## config.mk

```make
export PLATFORM = sky130hd
export DESIGN_NAME = i2m_master
export DESIGN_NICKNAME = d
export VERILOG_FILES = /design/src/i2m_pkg.sv /design/src/i2m_sync.sv /design/src/i2m_master.sv
export SDC_FILE = /design/constraint.sdc
export NUM_CORES = 1
export LEC_CHECK = 0
export CORE_UTILIZATION = 46
export DETAILED_ROUTE_END_ITERATION = 6
export DONT_BUFFER_PORTS = 1
export PLACE_DENSITY = 0.7
export RECOVER_POWER = 100
export SLEW_MARGIN = 20
export SYNTH_ARGS = -nofsm -noshare
export SYNTH_HDL_FRONTEND = slang
export SYNTH_SLANG_ARGS = --single-unit
```

## constraint.sdc

```tcl
create_clock -name clk_sys -period 6.1 [get_ports clk_sys]
set_input_delay 0.305 -clock clk_sys [delete_from_list [all_inputs] [get_ports clk_sys]]
set_output_delay 0.305 -clock clk_sys [all_outputs]
set_load 0.005 [all_outputs]
```

## src/i2m_pkg.sv

```systemverilog
// constants, types and state layouts of the two-wire bus master block
// assumes a single 250 MHz clock and an apb master reaching the registers
package i2m_pkg;

  // register byte addresses
  localparam logic [7:0] ADDR_CTRL = 8'h00;
  localparam logic [7:0] ADDR_STAT = 8'h04;
  localparam logic [7:0] ADDR_BAUD = 8'h08;
  localparam logic [7:0] ADDR_SLV = 8'h0c;
  localparam logic [7:0] ADDR_DATA = 8'h10;

  // control fields
  localparam int CTRL_EN_BIT = 0;
  localparam int CTRL_TOUT_BIT = 1;
  localparam int CTRL_STOP_BIT = 2;

  // status fields
  localparam int ST_BERR_BIT = 2;
  localparam int ST_ARB_BIT = 3;
  localparam int ST_RECEIVED_ACK_FLAG_BIT = 4;
  localparam int ST_WIF_BIT = 6;
  localparam int ST_RIF_BIT = 7;

  // half scl period is this base plus baud
  localparam logic [8:0] HALF_BASE = 9'h005;
  localparam logic [8:0] CNT_ONE = 9'h001;
  localparam logic [4:0] BIT_ONE = 5'h01;
  localparam logic [4:0] ACK_BIT = 5'h08;
  localparam logic [4:0] LAST_BIT = 5'h10;

  // inactivity timeout
  localparam int TOUT_US = 50;
  localparam int CLK_MHZ = 250;
  localparam int TOUT_CYC = TOUT_US * CLK_MHZ;
  localparam logic [15:0] TCNT_ONE = 16'h0001;

  typedef enum logic [1:0] {
    BS_UNKNOWN = 2'b00,
    BS_IDLE = 2'b01,
    BS_OWNER = 2'b10,
    BS_BUSY = 2'b11
  } i2m_bus_e;

  typedef enum logic [3:0] {
    M_IDLE = 4'b0000,
    M_WAIT = 4'b0001,
    M_START = 4'b0010,
    M_BIT_LO = 4'b0011,
    M_BIT_HI = 4'b0100,
    M_HOLD = 4'b0101,
    M_PRE_LO = 4'b0110,
    M_PRE_HI = 4'b0111
  } i2m_mst_e;

  typedef struct packed {
    logic scl;
    logic sda;
  } i2m_line_s;

  typedef struct packed {
    logic s1;
    logic s2;
    logic s3;
  } i2m_sync_s;

  typedef struct packed {
    logic en;
    logic tout_en;
    i2m_bus_e bus;
    i2m_mst_e mst;
    logic [7:0] baud;
    logic [8:0] cnt;
    logic [4:0] bit_n;
    logic [7:0] shreg;
    logic [7:0] rx;
    logic rw;
    logic rep;
    logic hi_seen;
    logic master_write_flag;
    logic master_read_flag;
    logic received_ack_flag;
    logic arbitration_lost_flag;
    logic bus_error_flag;
    i2m_line_s oe;
    i2m_line_s lvl;
    logic [15:0] tcnt;
    logic [31:0] prdata;
    logic pready;
    logic pslverr;
  } i2m_st_s;

endpackage

```

## src/i2m_sync.sv

```systemverilog
// two-flop synchroniser with edge detection for one bus line
// assumes the input is asynchronous to clk_sys
`timescale 1ns/100ps
module i2m_sync (
  input wire logic clk_sys, // system clock
  input wire logic rst_b, // async reset, active low
  input wire logic d, // raw pin level
  output logic q, // synchronised level
  output logic rise, // one-cycle rising edge
  output logic fall // one-cycle falling edge
);
  import i2m_pkg::*;

  i2m_sync_s st;
  i2m_sync_s nx;

  // s1 feeds only s2, edges come from s2 and s3
  always_comb begin
    nx.s1 = d;
    nx.s2 = st.s1;
    nx.s3 = st.s2;
  end

  // lines idle high, so reset to released level
  always_ff @(posedge clk_sys or negedge rst_b) begin
    if (!rst_b) begin
      st <= 3'b111;
    end else begin
      st <= nx;
    end
  end

  assign q = st.s2;
  assign rise = st.s2 & ~st.s3;
  assign fall = ~st.s2 & st.s3;
endmodule

```

## src/i2m_master.sv

```systemverilog
// two-wire bus master: bus state tracking, scl generation, address packet
// assumes an apb master on clk_sys and open-drain pads resolved outside
//
// Local design decisions: the register offsets and register access over APB.
`timescale 1ns/100ps
module i2m_master #(
  parameter int TIMEOUT_CYC = i2m_pkg::TOUT_CYC // inactivity timeout in clk_sys cycles
) (
  input wire logic clk_sys, // system clock, 250 MHz
  input wire logic rst_b, // async reset, active low
  input wire logic psel, // apb select
  input wire logic penable, // apb access phase
  input wire logic pwrite, // apb direction
  input wire logic [7:0] paddr, // apb byte address
  input wire logic [31:0] pwdata, // apb write data
  output logic [31:0] prdata, // apb read data
  output logic pready, // apb ready
  output logic pslverr, // apb error on unmapped address
  input wire i2m_pkg::i2m_line_s line_i, // scl/sda pin levels
  output i2m_pkg::i2m_line_s line_o, // scl/sda drive levels
  output i2m_pkg::i2m_line_s line_oe // scl/sda drive enables
);
  import i2m_pkg::*;

  i2m_st_s st;
  i2m_st_s n;

  logic scl_s;
  logic sda_s;
  logic sda_rise;
  logic sda_fall;

  // both lines monitored all the time the block is clocked
  i2m_sync u_scl (
    .clk_sys(clk_sys),
    .rst_b(rst_b),
    .d(line_i.scl),
    .q(scl_s),
    .rise(),
    .fall()
  );

  i2m_sync u_sda (
    .clk_sys(clk_sys),
    .rst_b(rst_b),
    .d(line_i.sda),
    .q(sda_s),
    .rise(sda_rise),
    .fall(sda_fall)
  );

  logic start_det;
  logic stop_det;
  logic apb_wr;
  logic apb_setup;
  logic cmd_addr;
  logic cmd_stop;
  logic wr_stat;
  logic tout_hit;
  logic [8:0] half;
  logic lost;
  logic berr;
  logic own_start;

  // start and stop seen on the synchronised lines
  assign start_det = sda_fall & scl_s;
  assign stop_det = sda_rise & scl_s;
  assign half = {1'b0, st.baud} + HALF_BASE;

  // apb decode: write lands in the access cycle with pready high
  assign apb_setup = psel & ~penable & ~st.pready;
  assign apb_wr = psel & penable & pwrite & st.pready;
  assign wr_stat = apb_wr & (paddr == ADDR_STAT);
  assign cmd_addr = apb_wr & (paddr == ADDR_SLV) & st.en;
  assign cmd_stop = apb_wr & (paddr == ADDR_CTRL) & pwdata[CTRL_STOP_BIT] & st.en;
  // a count left over from an unsettled state must not fire once the state is known
  assign tout_hit = st.tout_en & (st.bus == BS_UNKNOWN | st.bus == BS_BUSY)
                    & (st.tcnt == 16'(TIMEOUT_CYC - 1));

  always_comb begin
    n = st;
    lost = 1'b0;
    berr = 1'b0;
    own_start = 1'b0;

    // apb slave: answer prepared in setup, completes one cycle later
    n.pready = 1'b0;
    if (apb_setup) begin
      n.pready = 1'b1;
      n.pslverr = 1'b0;
      n.prdata = '0;
      case (paddr)
        ADDR_CTRL: n.prdata = {30'h0, st.tout_en, st.en};
        ADDR_STAT: n.prdata = {24'h0, st.master_read_flag, st.master_write_flag, st.oe.scl & (st.mst == M_HOLD),
                               st.received_ack_flag, st.arbitration_lost_flag, st.bus_error_flag, st.bus};
        ADDR_BAUD: n.prdata = {24'h0, st.baud};
        ADDR_SLV: n.prdata = {24'h0, st.shreg};
        ADDR_DATA: n.prdata = {24'h0, st.rx};
        default: n.pslverr = 1'b1;
      endcase
    end
    if (apb_wr && paddr == ADDR_CTRL) begin
      n.en = pwdata[CTRL_EN_BIT];
      n.tout_en = pwdata[CTRL_TOUT_BIT];
    end
    if (apb_wr && paddr == ADDR_BAUD) begin
      n.baud = pwdata[7:0];
    end
    // write-one-to-clear; hardware sets below take priority
    if (wr_stat) begin
      n.master_write_flag = st.master_write_flag & ~pwdata[ST_WIF_BIT];
      n.master_read_flag = st.master_read_flag & ~pwdata[ST_RIF_BIT];
      n.arbitration_lost_flag = st.arbitration_lost_flag & ~pwdata[ST_ARB_BIT];
      n.bus_error_flag = st.bus_error_flag & ~pwdata[ST_BERR_BIT];
    end

    // inactivity counter runs only while the state is not settled
    if (scl_s && sda_s && st.tout_en && (st.bus == BS_UNKNOWN || st.bus == BS_BUSY) && !tout_hit) begin
      n.tcnt = st.tcnt + TCNT_ONE;
    end else begin
      n.tcnt = '0;
    end

    // master sequencer
    case (st.mst)
      M_IDLE, M_WAIT: begin
        n.oe = '0;
        if (cmd_addr) begin
          n.shreg = pwdata[7:0];
          n.rw = pwdata[0];
          n.master_write_flag = 1'b0;
          n.master_read_flag = 1'b0;
          n.mst = M_WAIT;
        end
        // busy or unknown bus defers the start
        if ((cmd_addr || st.mst == M_WAIT) && st.bus == BS_IDLE) begin
          n.mst = M_START;
          n.oe.sda = 1'b1;
          n.cnt = '0;
          own_start = 1'b1;
        end
      end
      M_START: begin
        n.cnt = st.cnt + CNT_ONE;
        if (st.cnt == half) begin
          n.oe.scl = 1'b1;
          n.cnt = '0;
          n.bit_n = '0;
          n.mst = M_BIT_LO;
        end
      end
      M_BIT_LO: begin
        n.cnt = st.cnt + CNT_ONE;
        // data changes only once scl is already low
        if (st.cnt == '0) begin
          n.oe.sda = (st.bit_n < ACK_BIT) ? ~st.shreg[7] : 1'b0;
        end
        if (st.cnt == half) begin
          n.oe.scl = 1'b0;
          n.cnt = '0;
          n.hi_seen = 1'b0;
          n.mst = M_BIT_HI;
        end
      end
      M_BIT_HI: begin
        // high time counts from the seen rise, so rise time adds on
        if (scl_s) begin
          n.cnt = st.cnt + CNT_ONE;
          if (!st.hi_seen) begin
            n.hi_seen = 1'b1;
            if (st.bit_n < ACK_BIT) begin
              lost = ~st.oe.sda & ~sda_s;
            end else if (st.bit_n == ACK_BIT) begin
              n.received_ack_flag = sda_s;
            end else begin
              n.rx = {st.rx[6:0], sda_s};
            end
          end
        end
        if (st.hi_seen && st.cnt == half) begin
          n.oe.scl = 1'b1;
          n.cnt = '0;
          n.bit_n = st.bit_n + BIT_ONE;
          n.mst = M_BIT_LO;
          if (st.bit_n < ACK_BIT) begin
            n.shreg = {st.shreg[6:0], 1'b0};
          end else if (st.bit_n == ACK_BIT && (st.received_ack_flag || !st.rw)) begin
            n.master_write_flag = 1'b1;
            n.mst = M_HOLD;
          end else if (st.bit_n == LAST_BIT) begin
            n.master_read_flag = 1'b1;
            n.received_ack_flag = 1'b0;
            n.mst = M_HOLD;
          end
        end
      end
      M_HOLD: begin
        n.oe.sda = 1'b0;
        if (cmd_addr) begin
          n.shreg = pwdata[7:0];
          n.rw = pwdata[0];
          n.master_write_flag = 1'b0;
          n.master_read_flag = 1'b0;
          n.rep = 1'b0;
          n.cnt = '0;
          n.mst = M_PRE_LO;
        end else if (cmd_stop) begin
          n.master_write_flag = 1'b0;
          n.master_read_flag = 1'b0;
          n.rep = 1'b1;
          n.cnt = '0;
          n.mst = M_PRE_LO;
        end
        // scl held low while a flag stands, and on leaving for M_PRE_LO
        n.oe.scl = n.master_write_flag | n.master_read_flag | (n.mst == M_PRE_LO);
      end
      M_PRE_LO: begin
        n.oe.scl = 1'b1;
        n.cnt = st.cnt + CNT_ONE;
        if (st.cnt == '0) begin
          n.oe.sda = st.rep;
        end
        if (st.cnt == half) begin
          n.oe.scl = 1'b0;
          n.cnt = '0;
          n.hi_seen = 1'b0;
          n.mst = M_PRE_HI;
        end
      end
      M_PRE_HI: begin
        if (scl_s) begin
          n.cnt = st.cnt + CNT_ONE;
          if (!st.hi_seen) begin
            n.hi_seen = 1'b1;
            lost = ~st.rep & ~sda_s;
          end
        end
        if (st.hi_seen && st.cnt == half) begin
          n.cnt = '0;
          if (st.rep) begin
            n.oe.sda = 1'b0; // sda rise with scl high is the stop
            n.mst = M_IDLE;
          end else begin
            n.oe.sda = 1'b1;
            n.mst = M_START;
          end
        end
      end
      default: begin
        n.mst = M_IDLE;
        n.oe = '0;
      end
    endcase

    // start/stop in mid packet is a bus error
    if ((st.mst == M_BIT_LO || st.mst == M_BIT_HI) && (start_det || stop_det)) begin
      berr = 1'b1;
    end
    // loss or error: flags, release both lines, back off
    if (lost || berr) begin
      n.master_write_flag = 1'b1;
      n.arbitration_lost_flag = 1'b1;
      n.bus_error_flag = st.bus_error_flag | berr | (n.bus_error_flag & ~lost);
      n.oe = '0;
      n.mst = M_IDLE;
    end

    // bus state tracking
    case (st.bus)
      BS_UNKNOWN: if (stop_det || tout_hit) n.bus = BS_IDLE;
      BS_IDLE: begin
        if (own_start) begin
          n.bus = BS_OWNER;
        end else if (start_det) begin
          n.bus = BS_BUSY;
        end
      end
      BS_BUSY: if (stop_det || tout_hit) n.bus = BS_IDLE;
      BS_OWNER: begin
        if (stop_det) begin
          n.bus = BS_IDLE;
        end else if (lost || berr) begin
          n.bus = BS_BUSY;
        end
      end
      default: n.bus = BS_UNKNOWN;
    endcase
    if (wr_stat && pwdata[1:0] == BS_IDLE) begin
      n.bus = BS_IDLE;
    end

    // disabled master: state unknown, sequencer and flags cleared
    if (!st.en) begin
      n.bus = BS_UNKNOWN;
      n.mst = M_IDLE;
      n.oe = '0;
      n.master_write_flag = 1'b0;
      n.master_read_flag = 1'b0;
      n.arbitration_lost_flag = 1'b0;
      n.bus_error_flag = 1'b0;
      n.received_ack_flag = 1'b0;
    end
    n.lvl = '0; // open drain only ever pulls low
  end

  // reset leaves bus state unknown (code 00)
  always_ff @(posedge clk_sys or negedge rst_b) begin
    if (!rst_b) begin
      st <= '0;
    end else begin
      st <= n;
    end
  end

  // outputs come straight from the state register, no logic after the flops
  assign prdata = st.prdata;
  assign pready = st.pready;
  assign pslverr = st.pslverr;
  assign line_o = st.lvl;
  assign line_oe = st.oe;
endmodule

```

==> run_results.csv, run 1 <==
group,metric,value,unit
worst_setup_path,cp.depth,9,
timing,rsz0062_at_grt,"no",
global_routing,grt_start_max_net_pins,88,
routing,drc,0,
worst_setup_path,cp_top_family,"compound AO/OA/AOI/OAI gates",
timing,fmax,277,MHz
worst_setup_path,critPathCaptureType,"flop",
timing,period_share,59.2,%
cts,postCtsSetupRepairBufs,0,
routing,final_antenna_net_count,0,
synth,synth.avg_cell_area,9.23,sq um
worst_setup_path,crit_type,"flop to flop",
worst_setup_path,r2r_start,"st[92]",
floorplanning,start_util,48.1,%
timing,finalClockSkew,6.69,ps
cts,root_buffer,"clkbuf_16",
power,p_sw,275,uW
synth,ys_ff_latch,87,
cts,clkSlewWorstSetupHoldPaths,70,ps
worst_setup_path,reg2reg_setup_slack,2490,ps
hold_path,hold_start,"pwdata[2]",
floorplanning,dieWidth,110,um
routing,avgRoutedWirePerCell,17.8,um
cells_and_area,layout_commonest_cell,"dfrtp_1",
synth,async_flop_share,100,%
synth,ys.flop_type,"dfrtp_1",
global_routing,grt_first_pass_wirelength,20.8,mm
cells_and_area,area_growth,3.57,%
routing,dr.pass1.iters,5,
cts,cts.sinks,87,
floorplanning,dieArea,12000,sq um
placement,gp_congestion,0.886,
power,netSwitchingFraction,23.7,%
cells_and_area,final_cell_mix,"dfrtp_1 (82), nand2_1 (65), nor2_1 (46), nand3_1 (39), o21ai_0 (30)",
placement,place_area,5210,sq um
power,power.density,210,nW/um^2
hold_path,holdPathStages,1,
synth,synth_edf_count,0,
worst_setup_path,worstPathMaxFanout,17,
timing,maxSlewViolCount,0,
placement,dp_hpwl,8.98,mm
timing,finalSetupViolCount,0,
floorplanning,row_count,38,
cells_and_area,drive_gt1_share,9.40,%
routing,vias_per_cell,5.98,
cts,clock_latency,350,ps
timing,tightest_slew,1310,ps
worst_setup_path,required,6340,ps
worst_setup_path,worstReg2RegEnd,"st[76]",
power,pwr-share-clk,46.2,%
synth,ys_types,72,
global_routing,antenna_found_initial,0,
cts,cts_tree,"built",
cells_and_area,fin_cells,704,
hold_path,holdPathEnd,"st[54]",
synth,yosys-top-cells-area,"dfrtp_1 (39%), buf_4 (5.1%), nand2_1 (4.5%), mux2_2 (4.2%), nand3_1 (3.7%)",
cells_and_area,n_fill_cell,1023,
worst_setup_path,path_buf_inv,0,
cells_and_area,multiInputGateArea,2720,sq um
worst_setup_path,critPathArrivalTime,3860,ps
cells_and_area,layout.nets,615,
job,maxCapViolCount,0,
synth,synth.yosys.seq_area_share,41.0,%
hold_path,worstHoldPathType,"primary input to flop",
power,total_leakage_power,2.34,nW
global_routing,grt_pass1_vias,4043,
power,p_comb_share,3.2,%
cts,cts_buffers,9,
power,seq_power_share,50.6,%
synth,syn_area,5330,sq um
timing,relSlewSlack,12.1,%
cts,htreeDepth,3,
worst_setup_path,critPathSlowestCell,"nor3_4",
routing,drt_iter0_markers,317,
worst_setup_path,path_cells,"ha_1 > or2_0 > xnor2_1 > o31a_1 > o32a_1 > nor3_4 > a31o_1 > nand3_1 > o21a_1",
cts,cts_buffer_depth,2,
cells_and_area,seq_area,2180,sq um
timing,final.min_clock_period,3610,ps
synth,yosysWarnings,0,
floorplanning,die_h,110,um
routing,dr_total_vias,4213,
cells_and_area,antenna_cells,0,
cells_and_area,final_util,49.8,%
outcome,status,"finished, final reports clean",
worst_setup_path,crit_start,"st[92]",
power,intPower,883,uW
global_routing,overflow,0,
synth,synth_top_area_share,38.5,%
worst_setup_path,critPathMaxStageDelay,690,ps
synth,syn_inst,577,
global_routing,grt_use_total,22.9,%
worst_setup_path,startpoint_type,"flop",
placement,port_buffers,0,
routing,wl,12.5,mm
worst_setup_path,reg2reg_depth,9,
cells_and_area,design_area,5520,sq um
timing,setup_tns,0,ps
floorplanning,core_area,11100,sq um
floorplanning,io_pins,85,
synth,synth_top_area_cell,"dfrtp_1",
placement,place_inst,684,
power,ir_drop,0.000210,V
timing,hold_violations,0,
==> worst register-to-register path: stages, from the launching register on <==
cell     delay (ps)
dfrtp_1         490
ha_1            280
or2_0           350
xnor2_1         170
o31a_1          250
o32a_1          380
nor3_4          700
a31o_1          570
nand3_1         160
o21a_1          140
==> cells in the mapped netlist, drive strengths merged (2+ instances only) <==
cell type,n
dfrtp,82
nand2,65
nor2,47
buf,44
nand3,40
o21ai,31
inv,23
mux2,20
xor2,17
a21oi,16
clkbuf,15
xnor2,15
a22oi,14
nor3,13
o21a,10
ha,9
a22o,8
and3,8
nand4,8
a211oi,6
a21boi,5
dfstp,5
nand2b,5
nor4,5
or3,5
a31oi,4
nand3b,4
nand4b,4
o31ai,4
a221oi,3
and2,3
mux2i,3
nor3b,3
a2111oi,2
a21o,2
a311oi,2
a31o,2
a32oi,2
and4,2
nor2b,2
nor4b,2
o211ai,2
or2,2
or3b,2
==> registers in the layout (all words and copies together) (netlist names) <==
register and flops:
line_oe 2, prdata 8, pready 1, pslverr 1
st 70, u_scl.nx 1, u_scl.q 1, u_sda.nx 1
u_sda.q 1, u_sda.st 1
==> timing repair <==
| action | 4_1_cts | 5_1_grt |
|---|---|---|
| resized for setup | 0 | 0 |
| hold buffers | 4 | 0 |
| hold endpoints to repair | 89 | 0 |
==> routing by layer <==
metal / track usage [%] / wire length (um) / vias to the layer above
met5: 0 / 0 / -
li1: - / - / 1964
met3: 7.29 / 892 / 26
met4: 7.62 / 242 / 0
met1: 30.9 / 5470 / 2082
met2: 34.7 / 5900 / 141
==> area by class of cell <==
| cell class | instances | area share [%] |
|---|---|---|
| tap | 140 | 3.18 |
| sequential | 87 | 39.6 |
| inverter | 23 | 1.56 |
| clock buffer | 10 | 4.33 |
| clock inverter | 6 | 0.930 |
| multi-input combinational | 434 | 49.4 |
| timing repair buffer | 4 | 1.04 |
==> worst max path at each step <==
stage | endpoint | slack [ps]
6_report | st[76] | 2490
5_1_grt | st[76] | 2290
4_1_cts | st[76] | 2760
3_5_place_dp | st[76] | 2760
3_3_place_gp | line_oe[1] | 2860
2_1_floorplan | line_oe[1] | 3420
==> power by group through the flow <==
stage / clock, mW / sequential (mW) / combinational [mW]
3_3_place_gp: 0 / 0.597 / 0.0229
4_1_cts: 0.554 / 0.586 / 0.0388
6_report: 0.535 / 0.586 / 0.0376
5_1_grt: 0.572 / 0.586 / 0.0448
3_5_place_dp: 0 / 0.597 / 0.0232
2_1_floorplan: 0 / 0.594 / 0.0336
==> kinds of logic (layout without fill, tap and decap cells) <==
family                   after synthesis  after routing  synth area share, %
AND/OR/NAND/NOR                      221            221                 21.5
AO/OA/AOI/OAI                        122            122                 16.3
flip-flops                            87             87                 41.0
buffers and inverters                 82             43                 8.97
XOR/XNOR                              32             32                 5.26
multiplexers                          23             23                 4.79
adder cells (fa/ha/maj)                9              9                 2.11
other                                  1             27               0.0704
==> per-stage QoR <==
step / power [mW] / worst slack (ps) / hold WS [ps]
floorplan: 0.627 / 3420 / 9.41
global placement: 0.620 / 2860 / 15.5
detailed placement: 0.620 / 2760 / 16.0
CTS: 1.18 / 2760 / 32.5
global route: 1.20 / 2290 / 40.9
finish: 1.16 / 2490 / 51.3
Note: power is estimated with default switching activity, not from simulation.
==> run 2, diff against run 1 <==
--- a/config.mk
+++ b/config.mk
@@ -5,6 +5,7 @@
 export SDC_FILE = /design/constraint.sdc
 export NUM_CORES = 1
 export LEC_CHECK = 0
+export ABC_AREA = 1
 export CORE_UTILIZATION = 46
 export DETAILED_ROUTE_END_ITERATION = 6
 export DONT_BUFFER_PORTS = 1
==> constraint.sdc (replaced) <==
create_clock -name clk_sys -period 3.65 [get_ports clk_sys]
set_input_delay 0.1825 -clock clk_sys [delete_from_list [all_inputs] [get_ports clk_sys]]
set_output_delay 0.1825 -clock clk_sys [all_outputs]
set_load 0.005 [all_outputs]
==> run 2 against run 1 <==
Compared with the run above:
- the run now ends with max-capacitance violations, max-slew violations left
- count of clock-buffer cells in the layout is the same
- area after synthesis increased by 5.9%
- register-to-register slack got worse by 1700 ps
- routed wire length up 9.2%
- die area grew 5.8%
- clock power rose by 96%
- critical path type unchanged
- clock skew up 3.8 ps
- synthesized cell count increased by 34%
- combinational power rose to 2.5 times the previous value
==> run_results.csv, run 2 <==
group,metric,value,unit
outcome,status,"finished with violations",
outcome,violations,"max-capacitance violations, max-slew violations",
power,netSwitchingFraction,23.6,%
worst_setup_path,path_cells,"ha_1 > nor2_1 > nor2_2 > nand3_1 > nand3_1 > nor2_1 > nand2_2 > nor2_1 > nand2_1 > nor2_1 > nand4_1 > a21oi_1",
global_routing,antenna_found_initial,0,
routing,drt_iter0_markers,437,
routing,wl,13.7,mm
cts,postCtsSetupRepairBufs,0,
routing,vias_per_cell,5.39,
synth,ys_types,52,
routing,dr.pass1.iters,5,
global_routing,overflow,0,
synth,ys.flop_type,"dfrtp_1",
cells_and_area,final_cell_mix,"nand2_1 (185), inv_1 (95), dfrtp_1 (82), nor2_1 (78), nand3_1 (47)",
floorplanning,dieArea,12700,sq um
cts,clock_latency,360,ps
worst_setup_path,startpoint_type,"flop",
power,power.density,359,nW/um^2
power,power,2.15,mW
floorplanning,dieWidth,113,um
routing,dr_total_vias,4978,
worst_setup_path,required,3930,ps
hold_path,worstHoldPathType,"primary input to flop",
synth,async_flop_share,100,%
timing,maxSlewViolCount,88,
synth,yosys-top-cells-area,"dfrtp_1 (36%), nand2_1 (12%), inv_1 (6.3%), nor2_1 (5.1%), buf_4 (4.8%)",
placement,gp_congestion,0.906,
floorplanning,core_area,12000,sq um
synth,synth.yosys.seq_area_share,38.7,%
cts,cts-resized-gates,0,
synth,syn_inst,774,
timing,setup_tns,0,ps
synth,synthTopCellsByCount,"nand2_1 (181), inv_1 (94), dfrtp_1 (82)",
cts,holdBufCountCts,9,
global_routing,grt_pass1_vias,4816,
cts,cts_tree,"built",
floorplanning,die_h,113,um
worst_setup_path,critPathSlowestCell,"dfrtp_1",
cts,cts.sinks,87,
worst_setup_path,crit_type,"flop to flop",
power,p_sw,506,uW
timing,rsz0062_at_grt,"no",
synth,synth_edf_count,0,
synth,synth_top_area_cell,"dfrtp_1",
cts,cts_buffers,9,
timing,final.min_clock_period,2850,ps
floorplanning,row_count,40,
global_routing,grt_use_total,23.2,%
job,maxCapViolCount,1,
cts,root_buffer,"clkbuf_16",
synth,syn_area,5640,sq um
cts,htreeDepth,3,
floorplanning,io_pins,85,
timing,period_share,78.1,%
hold_path,holdPathStages,2,
floorplanning,start_util,47.2,%
cts,cts_buffer_depth,2,
cells_and_area,antenna_cells,0,
worst_setup_path,worstPathMaxFanout,6,
timing,finalSetupViolCount,0,
synth,yosysMostFrequentCell,"nand2_1",
cells_and_area,regMostFlops,"st",
global_routing,grt_start_max_net_pins,88,
timing,relSlewSlack,-48.5,%
placement,port_buffers,0,
placement,dp_hpwl,9.97,mm
timing,tightest_slew,2230,ps
routing,final_antenna_net_count,0,
power,total_leakage_power,2.81,nW
global_routing,grt_first_pass_wirelength,23.1,mm
synth,ys_ff_latch,87,
power,p_comb_share,4.4,%
timing,finalClockSkew,10.5,ps
worst_setup_path,crit_top_cell,"nor2_1",
worst_setup_path,critPathCaptureType,"flop",
worst_setup_path,reg2reg_depth,12,
synth,synth_top_area_share,36.4,%
power,seq_power_share,46.5,%
synth,yosysWarnings,0,
worst_setup_path,critPathMaxStageDelay,460,ps
power,ir_drop,0.000185,V
synth,synth.avg_cell_area,7.29,sq um
timing,hold_violations,0,
cells_and_area,largest_register_ffs,70,
worst_setup_path,critPathArrivalTime,3130,ps
cts,clkSlewWorstSetupHoldPaths,70,ps
routing,avgRoutedWirePerCell,14.8,um
cells_and_area,layout_commonest_cell,"nand2_1",
power,pwr-share-clk,49.1,%
timing,fmax,351,MHz
power,intPower,1.64,mW
cells_and_area,layout.nets,828,
routing,drc,0,
cells_and_area,area_growth,6.03,%
cells_and_area,drive_gt1_share,7.72,%
run 2: changes by cell type after synthesis, sizes merged, moves of 12 or more:
cell | before | now
xnor2 | 15 | 3
nand2 | 65 | 190
nand3 | 40 | 53
o21ai | 31 | 52
nor2 | 47 | 85
a22oi | 14 | 1
mux2 | 20 | 0
inv | 23 | 110
run 2: worst max-delay path, delay by kind of cell (launching register included):
| family | cells | cell delay [ps] |
|---|---|---|
| fa+ha+maj | 1 | 260 |
| flops | 1 | 460 |
| simple gates | 10 | 1890 |
| compound gates | 1 | 160 |
run 2: cell type report:
cell class	count	area, sq um
Timing Repair Buffer	9	85.1
Clock inverter	6	98.8
Multi-Input combinational cell	552	2770
Tap cell	147	184
Sequential cell	87	2180
Inverter	113	427
Fill cell	1214	5980
Clock buffer	10	239
run 2: cells by family after synthesis:
group / after synthesis / share of synthesized area (%)
AO/OA/AOI/OAI: 120 / 12.9
XOR/XNOR: 12 / 1.86
adder cells (fa/ha/maj): 9 / 2.00
buffers and inverters: 161 / 13.3
flip-flops: 87 / 38.7
other: 1 / 0.0665
AND/OR/NAND/NOR: 384 / 31.1
run 2: metal layers:
| metal | global-route usage, % | vias up | share of wire [%] |
|---|---|---|---|
| li1 | - | 2471 | - |
| met1 | 31.3 | 2323 | 47 |
| met2 | 36.9 | 152 | 46 |
| met3 | 3.64 | 32 | 4.8 |
| met4 | 10.3 | 0 | 2.6 |
| met5 | 0 | - | 0 |
run 2: power by group through the flow:
stage                     logic [mW]  registers, mW  clock network (mW)
after floorplan               0.0796           1.01                   0
after global placement        0.0668           1.02                   0
after detailed placement      0.0672           1.02                   0
after CTS                     0.0994          0.999                1.07
after global routing           0.109           1.00                1.11
final                         0.0952          0.999                1.05
run 2: through the flow:
stage,util (%),hold WS [ps],cells,cell area [sq um],worst slack (ps)
floorplan,-,-113,800,5740,1730
global placement,46.8,-111,899,5600,1350
detailed placement,46.8,-111,899,5600,1350
CTS,50.5,9.82,924,6050,1300
global route,50.0,38.2,924,5980,537
finish,50.0,5.94,924,5980,799
run 2: final timing paths:
path	start	end	slack, ps
setup / recovery	st[92]	st[58]	800
hold / removal	pwdata[3]	st[95]	6
setup reg to reg	st[92]	st[58]	800
hold reg to reg	u_scl.nx[1]	u_scl.q	360
max in group asynchronous	rst_b	st[99]	1260
min in group asynchronous	rst_b	st[91]	990
==> run 3, diff against run 2 <==
--- a/config.mk
+++ b/config.mk
@@ -5,11 +5,11 @@
 export SDC_FILE = /design/constraint.sdc
 export NUM_CORES = 1
 export LEC_CHECK = 0
-export ABC_AREA = 1
+export ABC_AREA = 0
 export CORE_UTILIZATION = 46
 export DETAILED_ROUTE_END_ITERATION = 6
 export DONT_BUFFER_PORTS = 1
-export PLACE_DENSITY = 0.7
+export PLACE_DENSITY = 0.72
 export RECOVER_POWER = 100
 export SLEW_MARGIN = 20
 export SYNTH_ARGS = -nofsm -noshare
==> constraint.sdc (replaced) <==
create_clock -name clk_sys -period 2.6 [get_ports clk_sys]
set_input_delay 0.13 -clock clk_sys [delete_from_list [all_inputs] [get_ports clk_sys]]
set_output_delay 0.13 -clock clk_sys [all_outputs]
set_load 0.005 [all_outputs]
==> run 3 against run 2 <==
Compared with the run above:
- the flow finishes with violations (max-capacitance violations, max-slew violations, negative setup slack)
- clock power is 15% higher
- combinational power is 12% higher
- maximum frequency up 8.8%
- clock skew shrank 3.8 ps
- count of clock-buffer cells in the layout is 2 higher
- cell count down 18%
- setup slack lost 820 ps
- sequential share of layout area about the same
- flip-flop and latch count unchanged
==> run_results.csv, run 3 (synthesis gave the netlist of run 1 again) <==
group,metric,value,unit
power,ir_drop,0.000490,V
floorplanning,io_pins,85,
placement,dp_hpwl,9.65,mm
cells_and_area,layout_commonest_cell,"dfrtp_1",
global_routing,grt_use_total,23.8,%
worst_setup_path,required,2820,ps
power,total_leakage_power,2.59,nW
timing,rsz0062_at_grt,"yes",
floorplanning,start_util,48.1,%
timing,maxSlewViolCount,88,
routing,vias_per_cell,5.86,
job,maxCapViolCount,1,
cells_and_area,layout.nets,666,
timing,fmax,382,MHz
outcome,violations,"max-capacitance violations, max-slew violations, negative setup slack",
global_routing,overflow,0,
hold_path,worstHoldPathType,"primary input to flop",
routing,final_antenna_net_count,0,
timing,period_share,101,%
routing,avgRoutedWirePerCell,17.8,um
worst_setup_path,startpoint_type,"flop",
cts,cts_tree,"built",
worst_setup_path,path_cells,"ha_2 > or2_4 > xnor2_1 > o31a_1 > o32a_4 > nor3_4 > o22ai_1 > a31oi_1 > mux2_2",
floorplanning,dieWidth,110,um
routing,wl,13.4,mm
timing,setup_tns,-20.6,ps
floorplanning,dieArea,12000,sq um
cts,cts_buffers,9,
global_routing,antenna_found_initial,0,
cts,cts_buffer_depth,2,
routing,drt_iter0_markers,284,
global_routing,grt_first_pass_wirelength,21.5,mm
cells_and_area,area_growth,12.4,%
timing,final.min_clock_period,2620,ps
power,power.density,450,nW/um^2
global_routing,grt_pass1_vias,4243,
timing,tightest_slew,1910,ps
cells_and_area,final_cell_mix,"dfrtp_1 (81), nand2_1 (64), nor2_1 (46), nand3_1 (39), buf_4 (33)",
floorplanning,row_count,38,
timing,fin_ws,-20.6,ps
worst_setup_path,crit_type,"flop to flop",
cts,root_buffer,"clkbuf_16",
floorplanning,core_area,11100,sq um
cts,clock_latency,340,ps
routing,drc,0,
power,power,2.69,mW
outcome,status,"finished with violations",
placement,port_buffers,0,
cts,clkSlewWorstSetupHoldPaths,60,ps
global_routing,grt_start_max_net_pins,88,
cts,htreeDepth,3,
timing,finalClockSkew,6.67,ps
worst_setup_path,critPathArrivalTime,2840,ps
worst_setup_path,critPathSlowestCell,"dfrtp_1",
cts,cts.sinks,87,
floorplanning,die_h,110,um
placement,gp_congestion,0.907,
worst_setup_path,critPathMaxStageDelay,390,ps
worst_setup_path,worstPathMaxFanout,5,
cells_and_area,largest_register_ffs,70,
cells_and_area,antenna_cells,0,
worst_setup_path,critPathCaptureType,"flop",
routing,dr_total_vias,4428,
timing,relSlewSlack,-27.4,%
timing,hold_violations,0,
cells_and_area,drive_gt1_share,17.4,%
cells_and_area,regMostFlops,"st",
routing,dr.pass1.iters,5,
timing,finalSetupViolCount,1,
-- run 3: what timing repair did --
item / CTS / global route
pin swaps: 3 / 13
hold endpoints to repair: 103 / 0
setup buffers: 2 / 4
hold buffers: 12 / 0
gates cloned: 0 / 1
resized for setup: 6 / 26
endpoints found under the setup margin: 12 / 31
-- run 3: path summary, 6_finish.rpt --
check	start	end	slack [ps]	cells after the start
max	st[93]	line_oe[1]	-20	9
min	pwdata[0]	st[104]	10	2
max reg2reg	st[93]	line_oe[1]	-20	9
min reg2reg	u_sda.nx[1]	u_sda.q	360	0
max in group asynchronous	rst_b	st[95]	440	2
min in group asynchronous	rst_b	st[81]	880	2
-- run 3: power by group --
group	leakage [nW]	total (mW)	switching, mW	internal (mW)
Sequential	1.18	1.37	0.00916	1.36
Combinational	1.28	0.107	0.0739	0.0333
Clock	0.133	1.21	0.533	0.678
-- run 3: cell type report --
class	instances	area [sq um]
sequential	87	2180
fill	1007	5090
clock buffer	12	246
inverter	23	86.3
timing repair buffer	54	427
clock inverter	4	30.0
tap	140	175
multi-input combinational	435	2840
-- run 3: routing by layer --
metal / share of wire [%] / global-route usage (%) / up-vias
met1: 42 / 30.3 / 2141
met2: 49 / 38.8 / 186
met3: 7.3 / 6.88 / 32
met5: 0 / 0 / -
met4: 2.2 / 8.38 / 0
li1: - / - / 2069
-- run 3: worst max-delay path: cells and delay by family (launching register included) --
kind | cells | cell delay (ps)
adders and majority gates | 1 | 200
xor gates and xnor gates | 1 | 130
muxes | 1 | 350
and+or+nand+nor | 2 | 540
DFF | 1 | 390
AOI/OAI and AO/OA | 4 | 880
-- run 3: metrics by stage --
stage	instances	worst slack [ps]	util [%]	hold slack, ps	area [sq um]
CTS	750	-30.1	53.5	7.19	5930
global route	755	-112	54.0	18.9	5990
floorplan	603	-33.4	-	-166	5430
finish	755	-20.6	54.0	14.3	5990
global placement	720	-12.5	49.5	-159	5480
detailed placement	720	-90.4	49.5	-159	5480
